==> config.mk <==
export PLATFORM = sky130hd
export DESIGN_NAME = ocm_monitor
export DESIGN_NICKNAME = d
export VERILOG_FILES = /design/src/verilog/ocm_monitor.v
export VERILOG_INCLUDE_DIRS = /design/src /design/src/verilog
export SDC_FILE = /design/constraint.sdc
export NUM_CORES = 1
export LEC_CHECK = 0
export BUFFER_PORTS_ARGS = -buffer_cell sky130_fd_sc_hd__buf_4
export CORE_ASPECT_RATIO = 0.75
export CORE_MARGIN = 4
export CORE_UTILIZATION = 40
export CTS_CLUSTER_SIZE = 28
export DETAILED_ROUTE_END_ITERATION = 10
export PLACE_DENSITY = 0.62
export SLEW_MARGIN = 30
export SYNTH_ARGS = -nofsm -noshare
export SYNTH_HDL_FRONTEND = slang
export SYNTH_SLANG_ARGS = --single-unit
==> constraint.sdc <==
create_clock -name core_clk -period 2.5 [get_ports core_clk]
set_clock_uncertainty 0.15 [all_clocks]
set_input_delay 0.125 -clock core_clk [delete_from_list [all_inputs] [get_ports core_clk]]
set_output_delay 0.125 -clock core_clk [all_outputs]
set_load 0.05 [all_outputs]
==> src/verilog/ocm_map.vh <==
/*
  Timing and state constants of the overcurrent / undervoltage monitor.
  Assumes the monitor runs on a 50 MHz core clock.
*/
`ifndef OCM_MAP_VH
`define OCM_MAP_VH

// ==========================================================
// Clock rates
`define OCM_CORE_CLK_HZ      50000000
`define OCM_OSC_HZ           3500
// Divider from core clock to oscillator tick (rounded down)
`define OCM_OSC_DIV          (`OCM_CORE_CLK_HZ / `OCM_OSC_HZ)

// ==========================================================
// Delays in oscillator ticks (plain defaults, no figures given)
`define OCM_DLY1_TICKS       16'h0010
`define OCM_DLY2_TICKS       16'h0008
`define OCM_DLY3_TICKS       16'h0002
`define OCM_DLYUV_TICKS      16'h0040

// ==========================================================
// States
`define OCM_ST_NORMAL        2'h0
`define OCM_ST_OVERCUR       2'h1
`define OCM_ST_UVLO          2'h2

`endif

==> src/verilog/ocm_monitor.v <==
/*
  Overcurrent and undervoltage-lockout monitor: comparator qualification,
  state machine, discharge-gate drive and load-pin pulldown enable.
  Assumes comparator results are asynchronous levels and the gate pin is
  open-drain, resolved outside from the output enable.
*/
`timescale 1ns/100ps
`default_nettype none
`include "ocm_map.vh"

// Operation
// - Stay normal while sense is at or below first threshold.
// - Normal: gate released for active-low, driven low for active-high.
// - Enter overcurrent only after level 1 or 3 persists for its delay, or on level 2 once level 1 has lasted the second-level delay.
// - Overcurrent: gate driven low for active-low, released for active-high.
// - Hold overcurrent while supply-to-load voltage is below release level.
// - Return to normal once release level is reached.
// - Enable load-pin pulldown during overcurrent.
// - Enter lockout after low battery lasts the lockout delay; assert gate.
// - Enable load-pin pulldown during lockout.
// - Leave lockout immediately when battery recovers.
// - All delays come from a counter dividing a 3.5 kHz tick.
// - Second-level delay starts when first threshold is detected.
// - Late second detection still trips within one second-level delay.
// - Three levels with own delays; third level optional.
module ocm_monitor #(
  parameter OSC_DIV  = `OCM_OSC_DIV,
  parameter DLY1     = `OCM_DLY1_TICKS,
  parameter DLY2     = `OCM_DLY2_TICKS,
  parameter DLY3     = `OCM_DLY3_TICKS,
  parameter DLYUV    = `OCM_DLYUV_TICKS
) (
  input  wire        core_clk,
  input  wire        arst_n,
  input  wire        overLevel1,
  input  wire        overLevel2,
  input  wire        overLevel3,
  input  wire        releaseReached,
  input  wire        batteryLow,
  input  wire        activeHigh,
  input  wire        level3Enable,
  output wire        gateOut,
  output wire        gateOe_n,
  output reg         pulldownEn_ff,
  output reg  [1:0]  state_ff
);

  // ==========================================================
  // Input synchronisers
  // Straps bypass the synchronisers: they are fixed per variant and
  // only change while the block is held in reset
  reg [4:0] syncA_ff;
  reg [4:0] syncB_ff;
  wire      lvl1 = syncB_ff[0];
  wire      lvl2 = syncB_ff[1];
  wire      lvl3 = syncB_ff[2] & level3Enable;
  wire      relOk = syncB_ff[3];
  wire      batLow = syncB_ff[4];

  // Two stages; only the second is read
  always @(posedge core_clk or negedge arst_n) begin
    if (!arst_n) begin
      syncA_ff <= 5'h00;
      syncB_ff <= 5'h00;
    end else begin
      syncA_ff <= {batteryLow, releaseReached, overLevel3, overLevel2, overLevel1};
      syncB_ff <= syncA_ff;
    end
  end

  // ==========================================================
  // Oscillator tick divider
  reg [15:0] divCnt_ff;
  // Limitation: the divider rounds down, so ticks run slightly fast
  wire       tick = (divCnt_ff == OSC_DIV[15:0] - 16'h0001);

  // Divide core clock down to the 3.5 kHz timebase
  always @(posedge core_clk or negedge arst_n) begin
    if (!arst_n)
      divCnt_ff <= 16'h0000;
    else if (tick)
      divCnt_ff <= 16'h0000;
    else
      divCnt_ff <= divCnt_ff + 16'h0001;
  end

  // ==========================================================
  // Qualification counters
  reg [15:0] cnt1_ff;
  reg [15:0] cnt2_ff;
  reg [15:0] cnt3_ff;
  reg [15:0] cntUv_ff;
  reg        smp1_ff;
  reg        smp2_ff;
  reg        smp3_ff;
  reg        smpUv_ff;

  // Saturating count-up while condition holds
  function [15:0] ocm_count;
    input        cond;
    input [15:0] cnt;
    input [15:0] lim;
    begin
      if (!cond)
        ocm_count = 16'h0000;
      else if (cnt < lim)
        ocm_count = cnt + 16'h0001;
      else
        ocm_count = cnt;
    end
  endfunction

  wire inNormal = (state_ff == `OCM_ST_NORMAL);
  wire done1  = (cnt1_ff >= DLY1[15:0]);
  // Second delay timed from level-1 detection; trips once level 2 present
  wire done2  = smp2_ff & (cnt2_ff >= DLY2[15:0]);
  wire done3  = (cnt3_ff >= DLY3[15:0]);
  wire doneUv = (cntUv_ff >= DLYUV[15:0]);

  // Sample on tick, count on tick; a sampled drop clears the count on the next tick
  always @(posedge core_clk or negedge arst_n) begin
    if (!arst_n) begin
      smp1_ff  <= 1'b0;
      smp2_ff  <= 1'b0;
      smp3_ff  <= 1'b0;
      smpUv_ff <= 1'b0;
      cnt1_ff  <= 16'h0000;
      cnt2_ff  <= 16'h0000;
      cnt3_ff  <= 16'h0000;
      cntUv_ff <= 16'h0000;
    end else begin
      // Samples follow the tick whatever the state
      if (tick) begin
        smp1_ff  <= lvl1;
        smp2_ff  <= lvl2;
        smp3_ff  <= lvl3;
        smpUv_ff <= batLow;
      end
      // Leaving normal clears every timer at once, so a stale count
      // cannot re-trip the machine on the cycle it returns to normal
      if (!inNormal) begin
        cnt1_ff  <= 16'h0000;
        cnt2_ff  <= 16'h0000;
        cnt3_ff  <= 16'h0000;
        cntUv_ff <= 16'h0000;
      end else if (tick) begin
        cnt1_ff  <= ocm_count(smp1_ff, cnt1_ff, DLY1[15:0]);
        // Counts on level 1; late level 2 waits at most one more period
        if (cnt2_ff >= DLY2[15:0] && smp1_ff && !smp2_ff)
          cnt2_ff <= DLY2[15:0] - 16'h0001;
        else
          cnt2_ff <= ocm_count(smp1_ff, cnt2_ff, DLY2[15:0]);
        cnt3_ff  <= ocm_count(smp3_ff, cnt3_ff, DLY3[15:0]);
        cntUv_ff <= ocm_count(smpUv_ff, cntUv_ff, DLYUV[15:0]);
      end
    end
  end

  // ==========================================================
  // State machine
  reg [1:0] nxt_state;

  // Lockout takes precedence over a trip in normal: a collapsing supply makes detection unreliable
  always @* begin
    nxt_state = state_ff;
    case (state_ff)
      `OCM_ST_NORMAL: begin
        if (doneUv)
          nxt_state = `OCM_ST_UVLO;
        else if (done1 || done2 || done3)
          nxt_state = `OCM_ST_OVERCUR;
        else
          nxt_state = `OCM_ST_NORMAL;
      end
      `OCM_ST_OVERCUR: begin
        // Detection timers are held at zero here
        if (relOk)
          nxt_state = `OCM_ST_NORMAL;
        else
          nxt_state = `OCM_ST_OVERCUR;
      end
      `OCM_ST_UVLO: begin
        // No release delay: recovery acts as soon as it is synchronised
        if (!batLow)
          nxt_state = `OCM_ST_NORMAL;
        else
          nxt_state = `OCM_ST_UVLO;
      end
      default: nxt_state = `OCM_ST_NORMAL;
    endcase
  end

  // State and pulldown registers
  always @(posedge core_clk or negedge arst_n) begin
    if (!arst_n) begin
      state_ff      <= `OCM_ST_NORMAL;
      pulldownEn_ff <= 1'b0;
    end else begin
      state_ff      <= nxt_state;
      pulldownEn_ff <= (nxt_state != `OCM_ST_NORMAL);
    end
  end

  // ==========================================================
  // Gate drive: open drain, output always low, enable low drives
  reg tripped_ff;

  // Registered trip flag keeps the pin glitch free
  // Same decode as the pulldown, so pin and pulldown never disagree
  always @(posedge core_clk or negedge arst_n) begin
    if (!arst_n)
      tripped_ff <= 1'b0;
    else
      tripped_ff <= (nxt_state != `OCM_ST_NORMAL);
  end

  assign gateOut  = 1'b0;
  // Active-low drives when tripped; active-high drives when normal
  assign gateOe_n = activeHigh ? tripped_ff : ~tripped_ff;

endmodule // ocm_monitor
`default_nettype wire

# Yosys cells after proc, flatten, opt, wreduce, memory -nomap -nowiden
# Index checks and enable logic that the tools add are counted.
dict set report word_totals {
  input_bits 9
  wordCells 72
  out_inout_bits 5
  regBits 97
}
dict set report op_classes {
  n_lt_le_gt_ge 8
  n_eq_ne 8
  n_reduce_logical 11
  add_sub_neg 5
  muxes 24
  bitwise_logic 3
}
# cell count
set op_table {}
lappend op_table {{$mux W16} 18}
lappend op_table {{$add A16 B1 Y16 const B} 5}
lappend op_table {{$eq A16 B14 Y1 const B} 1}
lappend op_table {{$ge A16 B2 Y1 const B} 1}
lappend op_table {{$ge A16 B4 Y1 const B} 1}
lappend op_table {{$ge A16 B5 Y1 const B} 1}
lappend op_table {{$ge A16 B7 Y1 const B} 1}
lappend op_table {{$lt A16 B2 Y1 const B} 1}
lappend op_table {{$lt A16 B4 Y1 const B} 1}
lappend op_table {{$lt A16 B5 Y1 const B} 1}
lappend op_table {{$lt A16 B7 Y1 const B} 1}
lappend op_table {{$ne A3 B2 Y1 const B} 3}
lappend op_table {{$reduce_and A2 Y1} 4}
lappend op_table {{$pmux W2 S3} 1}
lappend op_table {{$mux W2} 2}
lappend op_table {{$ne A4 B2 Y1 const B} 1}
lappend op_table {{$mux W1} 3}
lappend op_table {{$and A1 B1 Y1} 2}
lappend op_table {{$eq A2 B1 Y1 const B} 1}
lappend op_table {{$eq A2 B2 Y1 const B} 1}
lappend op_table {{$logic_and A1 B1 Y1} 2}
lappend op_table {{$logic_not A2 Y1} 1}
lappend op_table {{$logic_or A1 B1 Y1} 2}
lappend op_table {{$ne A2 B2 Y1 const B} 1}
lappend op_table {{3 further kinds} 3}

# Longest topological paths before layout
# Gate-level depths: netlist (run 1).
dict set report depth {
  word_depth 8
  ltp_mapped 9
  depth_no_buf 7
}

# Worst setup path after synthesis (run 1)
# Ideal clock, no wire load.
dict set report synth_path {
  path_kind {flip-flop to flip-flop}
  from {register divCnt_ff[0]}
  to {register cnt1_ff[10]}
  setup_slack_ps -19
  setup_time_ps 119
  arrival_ps 2250
  n_path_buf 2
  stages_incl_launch_ff 9
  required_time_ps 2231
  period_less_slack_ps 2519
  cell_sequence {dfrtp_1 > inv_1 > ha_1 > or4b_1 > or4_1 > buf_4 > o21a_1 > clkbuf_1 > and2_1}
}
dict set report synth_between {
  elab_chain_cells 3
}
# item line
set synth_rtl {}
lappend synth_rtl {{start: declaration} ocm_monitor.v:73} ;# reg [15:0] divCnt_ff;
lappend synth_rtl {{start signal: assignment} ocm_monitor.v:84} ;# divCnt_ff <= divCnt_ff + 16'h0001;
lappend synth_rtl {{$eq A16 B14 Y1} ocm_monitor.v:75} ;# wire tick = (divCnt_ff == OSC_DIV[15:0] - 16'h0001);
lappend synth_rtl {{$ne A2 B2 Y1 (no line)} n/a}
lappend synth_rtl {{$reduce_and A2 Y1 (no line)} n/a}
lappend synth_rtl {{end signal: assignment} ocm_monitor.v:147} ;# cnt1_ff <= ocm_count(smp1_ff, cnt1_ff, DLY1[15:0]);
lappend synth_rtl {{end: declaration} ocm_monitor.v:89} ;# reg [15:0] cnt1_ff;
# Every way passes these cells.
# A chain may end at the register's enable or synchronous reset.

# Worst setup path in the final report (run 1)
dict set report layout_path {
  from {register divCnt_ff[0]}
  to {register cnt2_ff[14]}
}
dict set report layout_between {
  elab_chain_cells 3
}
# item line
set layout_rtl {}
lappend layout_rtl {{$eq A16 B14 Y1} ocm_monitor.v:75}
lappend layout_rtl {{$ne A2 B2 Y1 (no line)} n/a}
lappend layout_rtl {{$reduce_and A2 Y1 (no line)} n/a}
lappend layout_rtl {{end signal: assignment} ocm_monitor.v:150} ;# cnt2_ff <= DLY2[15:0] - 16'h0001;
lappend layout_rtl {{end signal: assignment} ocm_monitor.v:152} ;# cnt2_ff <= ocm_count(smp1_ff, cnt2_ff, DLY2[15:0]);
lappend layout_rtl {{end: declaration} ocm_monitor.v:90} ;# reg [15:0] cnt2_ff;
# Every way passes these cells.

==> metrics.md, run 1 <==
| Metric | Value |
|---|---|
| Synth warn | `0` |
| Slew HR | `51.5%` |
| Routed WL per cell | `14.4 um` |
| Top cells by count, synth | `97 x dfrtp_1, 57 x nor2_1, 25 x and2_1, 25 x nand2_1, 16 x inv_1` |
| Max-Cap Viols | `0` |
| Place WS | `0.00145 ns` |
| Share of the synthesized area in the top cell type | `57.6%` |
| Total CTS buffers | `9` |
| I/O Buffers | `12` |
| Final HPWL DP | `5.43 mm` |
| Buffers plus inverters on the worst setup path | `4` |
| Synth top area cells | `dfrtp_1 58%, nor2_1 5.1%, and2_1 3.7%` |
| Yosys cell types | `47` |
| Worst-path clk slew | `0.06 ns` |
| HP Class | `in -> async` |
| CTS tree | `yes` |
| Diode count | `0` |
| Yosys reg bits | `97` |
| DR iter-0 viols | `180` |
| Design area | `5170 sq um` |
| Hold slack | `0.189 ns` |
| Routability cong. | `0.791` |
| Max Clock Freq | `0.399 GHz` |
| Final Hold Viols | `0` |
| Violated checks | `negative setup slack` |
| Final setup vio count | `3` |
| Die Height | `96.9 um` |
| Nets | `455` |
| Placed insts | `546` |
| Leakage power | `2.38 nW` |
| Fraction of layout cells with a size suffix above 1 | `17.7%` |
| Synth-to-Final Area Change | `22.8%` |
| Worst Path Required | `2.57 ns` |
| Placed instance area | `4560 sq um` |
| Initial antenna violation count | `0` |
| Top Family by Delay on Critical Path | `simple AND/OR/NAND/NOR gates` |
| Grt ovf | `0` |
| Fin crit share | `100%` |
| Worst-Skew Late Latency | `0.33 ns` |
| Synth Instances | `393` |
| Setup crit start kind | `flip-flop` |
| Die Wd | `127 um` |
| Via count | `3027` |
| Die area | `12300 sq um` |
| Via density | `5.25` |
| Htree depth | `3` |
| Register area share after synthesis | `57.6%` |
| Pwr dens | `576 nW/um^2` |
| EDFF count, synth | `0` |
| Drc violations | `0` |
| Top cell by count, worst path | `buf_12` |
| R2R Setup Slk | `-0.006 ns` |
| RSZ-0062 raised after global routing | `yes` |
| Final Non-Filler Cells | `577` |
| Cell Chain, Critical Path | `inv_2 > ha_4 > or4b_4 > or4_4 > buf_12 > buf_12 > a21boi_4 > buf_6 > nor2_1` |
| CTS sink count | `97` |
| Status | `complete, but fails checks` |
| CTS max path bufs | `2` |
| Prevailing post-synth register cell | `dfrtp_1` |
| Mapped Area | `4210 sq um` |
| Post-synthesis cell type with the largest combined area | `dfrtp_1` |
| Root buffer cell | `clkbuf_16` |
| Peak supply drop | `373 uV` |
| CP Max Fanout | `7` |
| Final WL | `8.28 mm` |
| Number of global-route vias before repair | `2918` |
| Worst Setup End Kind | `flip-flop` |
| Fin. max-slew vios | `0` |
| WP data arrival | `2.57 ns` |
| Worst-margin pin slew | `0.725 ns` |
| Core ar. | `10300 sq um` |
| Final Critical Period | `2.51 ns` |
| Top-count cell post-synth | `dfrtp_1` |
| Global Route Usage Sum | `13.7%` |
| Fill cells | `920` |
| Row count | `32` |
| Syn_area_per_cell | `10.7 sq um` |
| Pre-antenna DRT Iters | `4` |
| Fraction of registers with async set/reset | `100%` |
| IO Count | `14` |
| Largest net degree at the start of global routing | `53` |
| Critical path's largest stage delay | `0.48 ns` |
| Starting Density | `40.9%` |
| Remaining antenna violation count after routing | `0` |
| Cell at the slowest stage of the critical path | `or4_4` |
| First-pass GRT wire length | `13.8 mm` |
| Mapped Nets | `412` |
| Final WS setup | `-0.00602 ns` |
| Critical path class | `reg -> reg` |
==> per-layer routing <==
layer	share of wire, %	routed length (um)	track usage, %
met1	52	4280	19.4
met2	45	3720	20.7
met3	2.6	216	3.53
met4	0.78	65	3.96
met5	0	0	0
==> cell families (layout without fill, tap and decap cells) <==
| kind of cell | after synthesis | count (layout) | share of synthesized area, % |
|---|---|---|---|
| multiplexers | 6 | 6 | 1.54 |
| AND/OR/NAND/NOR | 174 | 174 | 21.1 |
| flip-flops | 97 | 97 | 57.6 |
| adder cells (fa/ha/maj) | 10 | 10 | 2.97 |
| AO/OA/AOI/OAI | 60 | 60 | 10.1 |
| XOR/XNOR | 18 | 18 | 3.74 |
| other | 1 | 1 | 0.0890 |
| buffers and inverters | 27 | 75 | 2.88 |
==> final cells by class <==
| class | count | area, sq um | share of cell area [%] |
|---|---|---|---|
| flip-flops and latches | 97 | 2430 | 46.9 |
| multi-input cells | 269 | 1790 | 34.6 |
| repair buffers | 43 | 433 | 8.37 |
| clock buffers | 14 | 254 | 4.91 |
| well taps | 136 | 170 | 3.29 |
| inverters | 16 | 60.1 | 1.16 |
| clock inverters | 2 | 37.5 | 0.726 |
==> timing repair <==
action | 4_1_cts | 5_1_grt
hold buffers | 7 | 0
gates cloned | 0 | 3
setup endpoints to repair | 1 | 62
gates resized for setup | 1 | 43
pin swaps | 0 | 12
setup buffers | 0 | 5
hold endpoints to repair | 51 | 0
==> sequential cells by signal (all words and copies together) (netlist names), 2 cells and up <==
register / count
cntUv_ff: 16
syncA_ff: 5
state_ff: 2
cnt2_ff: 16
cnt1_ff: 16
divCnt_ff: 16
syncB_ff: 5
cnt3_ff: 16
==> power by group <==
part           switching [W]  internal [W]
Clock               0.000534      0.000804
Sequential        0.00000268       0.00158
Combinational      0.0000399     0.0000199
Total               0.000576       0.00240
==> through the flow <==
step           setup TNS, ns  total power [W]  utilization [%]
2_1_floorplan              0          0.00162                -
3_3_place_gp               0          0.00166             44.3
3_5_place_dp               0          0.00166             44.3
4_1_cts                    0          0.00302             47.9
5_1_grt                -1.62          0.00309             50.3
6_report            -0.00957          0.00298             50.3
==> path summary, 6_finish.rpt <==
kind / from / endpoint / depth (start not counted)
setup / recovery: divCnt_ff[0] / cnt2_ff[14] / 9
hold / removal: arst_n / syncA_ff[2] / 2
setup reg to reg: divCnt_ff[0] / cnt2_ff[14] / 9
hold reg to reg: syncA_ff[0] / syncB_ff[0] / 0
max in group asynchronous: arst_n / cnt2_ff[2] / 3
min in group core_clk: syncA_ff[0] / syncB_ff[0] / 0
==> cells in the final DEF (no fill, tap or decap), drive strengths merged, types with 2 or more instances in the layout <==
| master | Yosys | final |
|---|---|---|
| dfrtp | 97 | 97 |
| nor2 | 57 | 57 |
| buf | 7 | 35 |
| nand2 | 25 | 25 |
| and2 | 25 | 25 |
| inv | 16 | 16 |
| nand3 | 15 | 15 |
| clkbuf | 4 | 15 |
| o21ai | 14 | 14 |
| a21oi | 12 | 12 |
| nand4 | 10 | 10 |
| xnor2 | 10 | 10 |
| nor4 | 10 | 10 |
| ha | 10 | 10 |
| a31oi | 9 | 9 |
| nor3 | 9 | 9 |
| and3 | 8 | 8 |
| xor2 | 8 | 8 |
| and4 | 7 | 7 |
| dlygate4sd3 | 0 | 7 |
| a41oi | 7 | 7 |
| a211oi | 6 | 6 |
| mux2 | 4 | 4 |
| o21a | 3 | 3 |
| mux2i | 2 | 2 |
(Power assumes the default switching activity.)
==> run 2: changes to the inputs <==
- clock period: 2.5 -> 2.25 ns (I/O delays scaled with it)
==> run 2 against run 1 <==
- the flow still finishes with violations (negative setup slack)
- total power is 9.5% higher
- first-iteration DRC count increased by 23%
- final cell count up 2.3%
- design area up 1.1%
- utilization rose by 0.56 points
- sequential power grew 11%
- hold slack got worse by 0.095 ns
- highest routed layer unchanged
==> metrics.md, run 2 (synthesis gave the netlist of run 1 again) <==
| Metric | Value |
|---|---|
| Worst reg2reg path endpoint | `cntUv_ff[2]` |
| Worst Path Required | `2.33 ns` |
| Root buffer cell | `clkbuf_16` |
| Violated checks | `negative setup slack` |
| Worst-path clk slew | `0.06 ns` |
| DR iter-0 viols | `221` |
| Fin. max-slew vios | `0` |
| Pint | `0.00262 W` |
| Drc violations | `0` |
| CTS max path bufs | `2` |
| Worst-Skew Late Latency | `0.34 ns` |
| Global Route Usage Sum | `14.2%` |
| Slew HR | `63.4%` |
| Combinational share of power | `2.1%` |
| Core ar. | `10300 sq um` |
| Fraction of layout cells with a size suffix above 1 | `19.8%` |
| WP data arrival | `2.50 ns` |
| R2R Setup Slk | `-0.18 ns` |
| Sequential Power Share | `53.8%` |
| Routability cong. | `0.807` |
| CTS sink count | `97` |
| Remaining antenna violation count after routing | `0` |
| Final HPWL DP | `5.37 mm` |
| Placed insts | `560` |
| HP Class | `in -> async` |
| Net switching power | `0.000642 W` |
| Critical path class | `reg -> reg` |
| I/O Buffers | `12` |
| Switch share | `19.7%` |
| Final setup vio count | `65` |
| Setup crit start kind | `flip-flop` |
| Critical R2R Launch | `divCnt_ff[0]` |
| Largest net degree at the start of global routing | `50` |
| Worst Setup End Kind | `flip-flop` |
| Final WS setup | `-0.177 ns` |
| CTS tree | `yes` |
| Max Clock Freq | `0.412 GHz` |
| Clk network pwr share | `44.1%` |
| Util after Layout | `50.8%` |
| R2R depth | `8` |
| Peak supply drop | `487 uV` |
| Total CTS buffers | `9` |
| Most frequent cells in the layout | `97 x dfrtp_1, 56 x nor2_1, 44 x buf_4, 24 x nand2_1, 18 x and2_1` |
| Number of global-route vias before repair | `2972` |
| Worst-margin pin slew | `0.546 ns` |
| Final Hold Viols | `0` |
| Routed WL per cell | `13.8 um` |
| First-pass GRT wire length | `14.3 mm` |
| Die Height | `96.9 um` |
| Most common cell after layout, fill and taps aside | `dfrtp_1` |
| Final Non-Filler Cells | `590` |
| Via density | `5.11` |
| Via count | `3016` |
| Row count | `32` |
| Fin crit share | `108%` |
| RSZ-0062 raised after global routing | `yes` |
| Setup TNS | `-8.17 ns` |
| Die area | `12300 sq um` |
| Status | `complete, but fails checks` |
| Htree depth | `3` |
| Grt ovf | `0` |
| CP Max Fanout | `15` |
| Leakage power | `2.45 nW` |
| Pre-antenna DRT Iters | `4` |
| IO Count | `14` |
| Nets | `471` |
| Die Wd | `127 um` |
| Final WL | `8.15 mm` |
| Starting Density | `40.9%` |
| Max-Cap Viols | `0` |
| Initial antenna violation count | `0` |
| Pwr dens | `624 nW/um^2` |
| Diode count | `0` |
| Synth-to-Final Area Change | `24.2%` |
| Final Critical Period | `2.43 ns` |
-- run 2: power by group through the flow --
| stage | sequential, W | combinational [W] | clock (W) |
|---|---|---|---|
| 3_3_place_gp | 0.00179 | 0.0000607 | 0 |
| 6_report | 0.00176 | 0.0000682 | 0.00144 |
| 3_5_place_dp | 0.00179 | 0.0000618 | 0 |
| 4_1_cts | 0.00176 | 0.0000718 | 0.00148 |
| 2_1_floorplan | 0.00179 | 0.00000966 | 0 |
| 5_1_grt | 0.00176 | 0.0000791 | 0.00155 |
-- run 2: what timing repair did --
item,4_1_cts,5_1_grt
gates cloned,1,1
resized for setup,12,19
pin swaps,1,3
hold buffers,7,0
setup buffers,5,3
endpoints found under the setup margin,64,65
hold endpoints to repair,103,0
-- run 2: final cells by class --
class,count,area (sq um)
multi-input cells,270,1800
inverters,16,60.1
clock inverters,1,30.0
repair buffers,58,505
well taps,136,170
flip-flops and latches,97,2430
fillers,899,5060
clock buffers,12,236
-- run 2: routing by layer --
layer  track usage [%]  wire length, um
met1              20.3             4090
met2              21.1             3690
met3              3.70              233
met4              4.86              135
met5                 0                0
-- run 2: metrics by stage --
step,hold slack [ns],total power (W),instance area (sq um),worst slack (ns)
floorplan,-0.333,0.00180,4250,-0.139
global placement,-0.0829,0.00185,4690,-0.160
detailed placement,-0.0821,0.00185,4690,-0.253
CTS,0.0997,0.00331,5120,-0.214
global route,0.148,0.00339,5230,-0.268
finish,0.0935,0.00326,5230,-0.177
-- run 2: worst max path at each step --
stage / startpoint / end
finish: divCnt_ff[0] / cntUv_ff[2]
CTS: divCnt_ff[0] / cntUv_ff[4]
detailed placement: divCnt_ff[0] / cnt1_ff[2]
global placement: divCnt_ff[0] / cntUv_ff[5]
global route: divCnt_ff[0] / cntUv_ff[2]
floorplan: divCnt_ff[0] / cnt1_ff[10]
-- run 2: worst max-delay path, cell delays in order, from the launching register on --
cell and delay (ns):
dfrtp_1 0.39, inv_1 0.07, ha_1 0.13, or4b_4 0.45, or4_4 0.44, buf_12 0.17, a211oi_2 0.31, xnor2_1 0.17
nor2_1 0.05
==> run 3: changes to the inputs <==
- SKIP_LAST_GASP: unset -> 1
==> run 3 against run 2 <==
- the run still ends with negative setup slack left
- largest power group unchanged
- sequential share of layout area increased by 0.29 points
- first-iteration DRC count grew 11%
- hold slack worse by 0.0034 ns
- critical endpoint is now cntUv_ff[4]
- design area is 0.62% lower
==> metrics.md, run 3 (synthesis gave the netlist of run 1 again) <==
| Metric | Value |
|---|---|
| Status | `complete, but fails checks` |
| Violated checks | `negative setup slack` |
| Peak supply drop | `488 uV` |
| I/O Buffers | `12` |
| Met1 WL | `4.08 mm` |
| Critical R2R Launch | `divCnt_ff[0]` |
| Max Clock Freq | `0.410 GHz` |
| Starting Density | `40.9%` |
| Worst-path clk slew | `0.06 ns` |
| Worst Setup End Kind | `flip-flop` |
| Die area | `12300 sq um` |
| Initial antenna violation count | `0` |
| Diode count | `0` |
| DR iter-0 viols | `246` |
| Via count | `3016` |
| Setup crit start kind | `flip-flop` |
| Core ar. | `10300 sq um` |
| Final Hold Viols | `0` |
| Fin crit share | `108%` |
| Total CTS buffers | `9` |
| Pwr dens | `628 nW/um^2` |
| Largest net degree at the start of global routing | `50` |
| Final Non-Filler Cells | `590` |
| Die Height | `96.9 um` |
| Routability cong. | `0.807` |
| Nets | `471` |
| Final Critical Period | `2.44 ns` |
| Worst-margin pin slew | `0.508 ns` |
| Max-Cap Viols | `0` |
| Drc violations | `0` |
| RSZ-0062 raised after global routing | `yes` |
| Most frequent cells in the layout | `97 x dfrtp_1, 56 x nor2_1, 46 x buf_4, 25 x nand2_1, 25 x and2_1` |
| Util after Layout | `50.5%` |
| Met2 WL | `3.62 mm` |
| Row count | `32` |
| Fill cells | `899` |
| Final setup vio count | `65` |
| Worst Path Required | `2.33 ns` |
| CTS sink count | `97` |
| Top Layer Used | `met4` |
| Most common cell after layout, fill and taps aside | `dfrtp_1` |
| WP data arrival | `2.52 ns` |
| HP Class | `in -> async` |
| Leakage power | `2.43 nW` |
| Number of global-route vias before repair | `2972` |
| Die Wd | `127 um` |
| Final WS setup | `-0.189 ns` |
| IO Count | `14` |
| Final WL | `8.03 mm` |
| Placed insts | `560` |
| CTS tree | `yes` |
| Via density | `5.11` |
| Synth-to-Final Area Change | `23.4%` |
| Root buffer cell | `clkbuf_16` |
| Fin. max-slew vios | `0` |
| Remaining antenna violation count after routing | `0` |
| CP Max Fanout | `15` |
| Tot Pwr | `0.00326 W` |
| Worst-Skew Late Latency | `0.34 ns` |
| Fraction of layout cells with a size suffix above 1 | `18.1%` |
| Slew HR | `65.8%` |
| Final HPWL DP | `5.37 mm` |
| CTS max path bufs | `2` |
| Global Route Usage Sum | `14.2%` |
| Crit path from | `divCnt_ff[0]` |
| First-pass GRT wire length | `14.3 mm` |
| Critical path class | `reg -> reg` |
| Htree depth | `3` |
| Grt ovf | `0` |
| Hold slack | `0.0900 ns` |
| Routed WL per cell | `13.6 um` |
| WL met3 | `211 um` |
| Pre-antenna DRT Iters | `4` |
run 3: cell types whose count changed in the layout (fill, tap and decap cells not counted):
cell     previous run  this run
and2_4              7         0
and2_1             18        25
buf_4              44        46
nor2_4              1         0
nor2_2              0         1
nand2_2             1         0
buf_6               4         2
nand2_1            24        25
run 3: through the flow:
step	TNS, ns	setup WS [ns]	area (sq um)
after floorplan	-5.47	-0.139	4250
after global placement	-5.94	-0.160	4690
after detailed placement	-9.98	-0.253	4690
after CTS	-8.90	-0.214	5120
after global routing	-13.46	-0.297	5200
final	-7.89	-0.189	5200
run 3: critical path, stage by stage, from the launching register on:
cell and delay, ns:
dfrtp_1 0.38, inv_1 0.07, ha_1 0.13, or4b_4 0.45, or4_4 0.44, buf_12 0.17, buf_4 0.16, a211oi_4 0.20
xnor2_1 0.14, nor2_1 0.05
run 3: final timing paths:
| kind | depth (start not counted) | slack (ns) | endpoint |
|---|---|---|---|
| worst max-delay path | 9 | -0.19 | cntUv_ff[4] |
| worst min-delay path | 2 | 0.09 | cnt3_ff[7] |
| worst max register to register | 9 | -0.19 | cntUv_ff[4] |
| worst min register to register | 0 | 0.20 | syncB_ff[2] |
| max in group asynchronous | 3 | 1.25 | cnt2_ff[10] |
| min in group core_clk | 0 | 0.20 | syncB_ff[2] |
run 3: what timing repair did:
action,in CTS,in global routing
pin swaps,1,3
gates cloned,1,1
endpoints found under the setup margin,64,65
hold endpoints to repair,103,0
hold buffers,7,0
setup buffers,5,3
gates resized for setup,12,8
run 3: layout make-up:
cell class | count | area (sq um) | share of cell area, %
Timing Repair Buffer | 58 | 498 | 9.58
Clock buffer | 12 | 236 | 4.55
Sequential cell | 97 | 2430 | 46.7
Clock inverter | 1 | 30.0 | 0.578
Tap cell | 136 | 170 | 3.27
Inverter | 16 | 60.1 | 1.16
Multi-Input combinational cell | 270 | 1780 | 34.2
run 3: power by group:
| part | total, W | switching [W] | internal (W) |
|---|---|---|---|
| Clock | 0.00144 | 0.000595 | 0.000844 |
| Combinational | 0.0000681 | 0.0000448 | 0.0000233 |
| Sequential | 0.00176 | 0.00000306 | 0.00175 |
| Total | 0.00326 | 0.000643 | 0.00262 |
run 3: metal layers:
metal,GRT usage [%],vias to the layer above
met1,20.3,1487
met2,21.1,24
met3,3.70,11
li1,-,1494
met5,0,-
met4,4.86,0
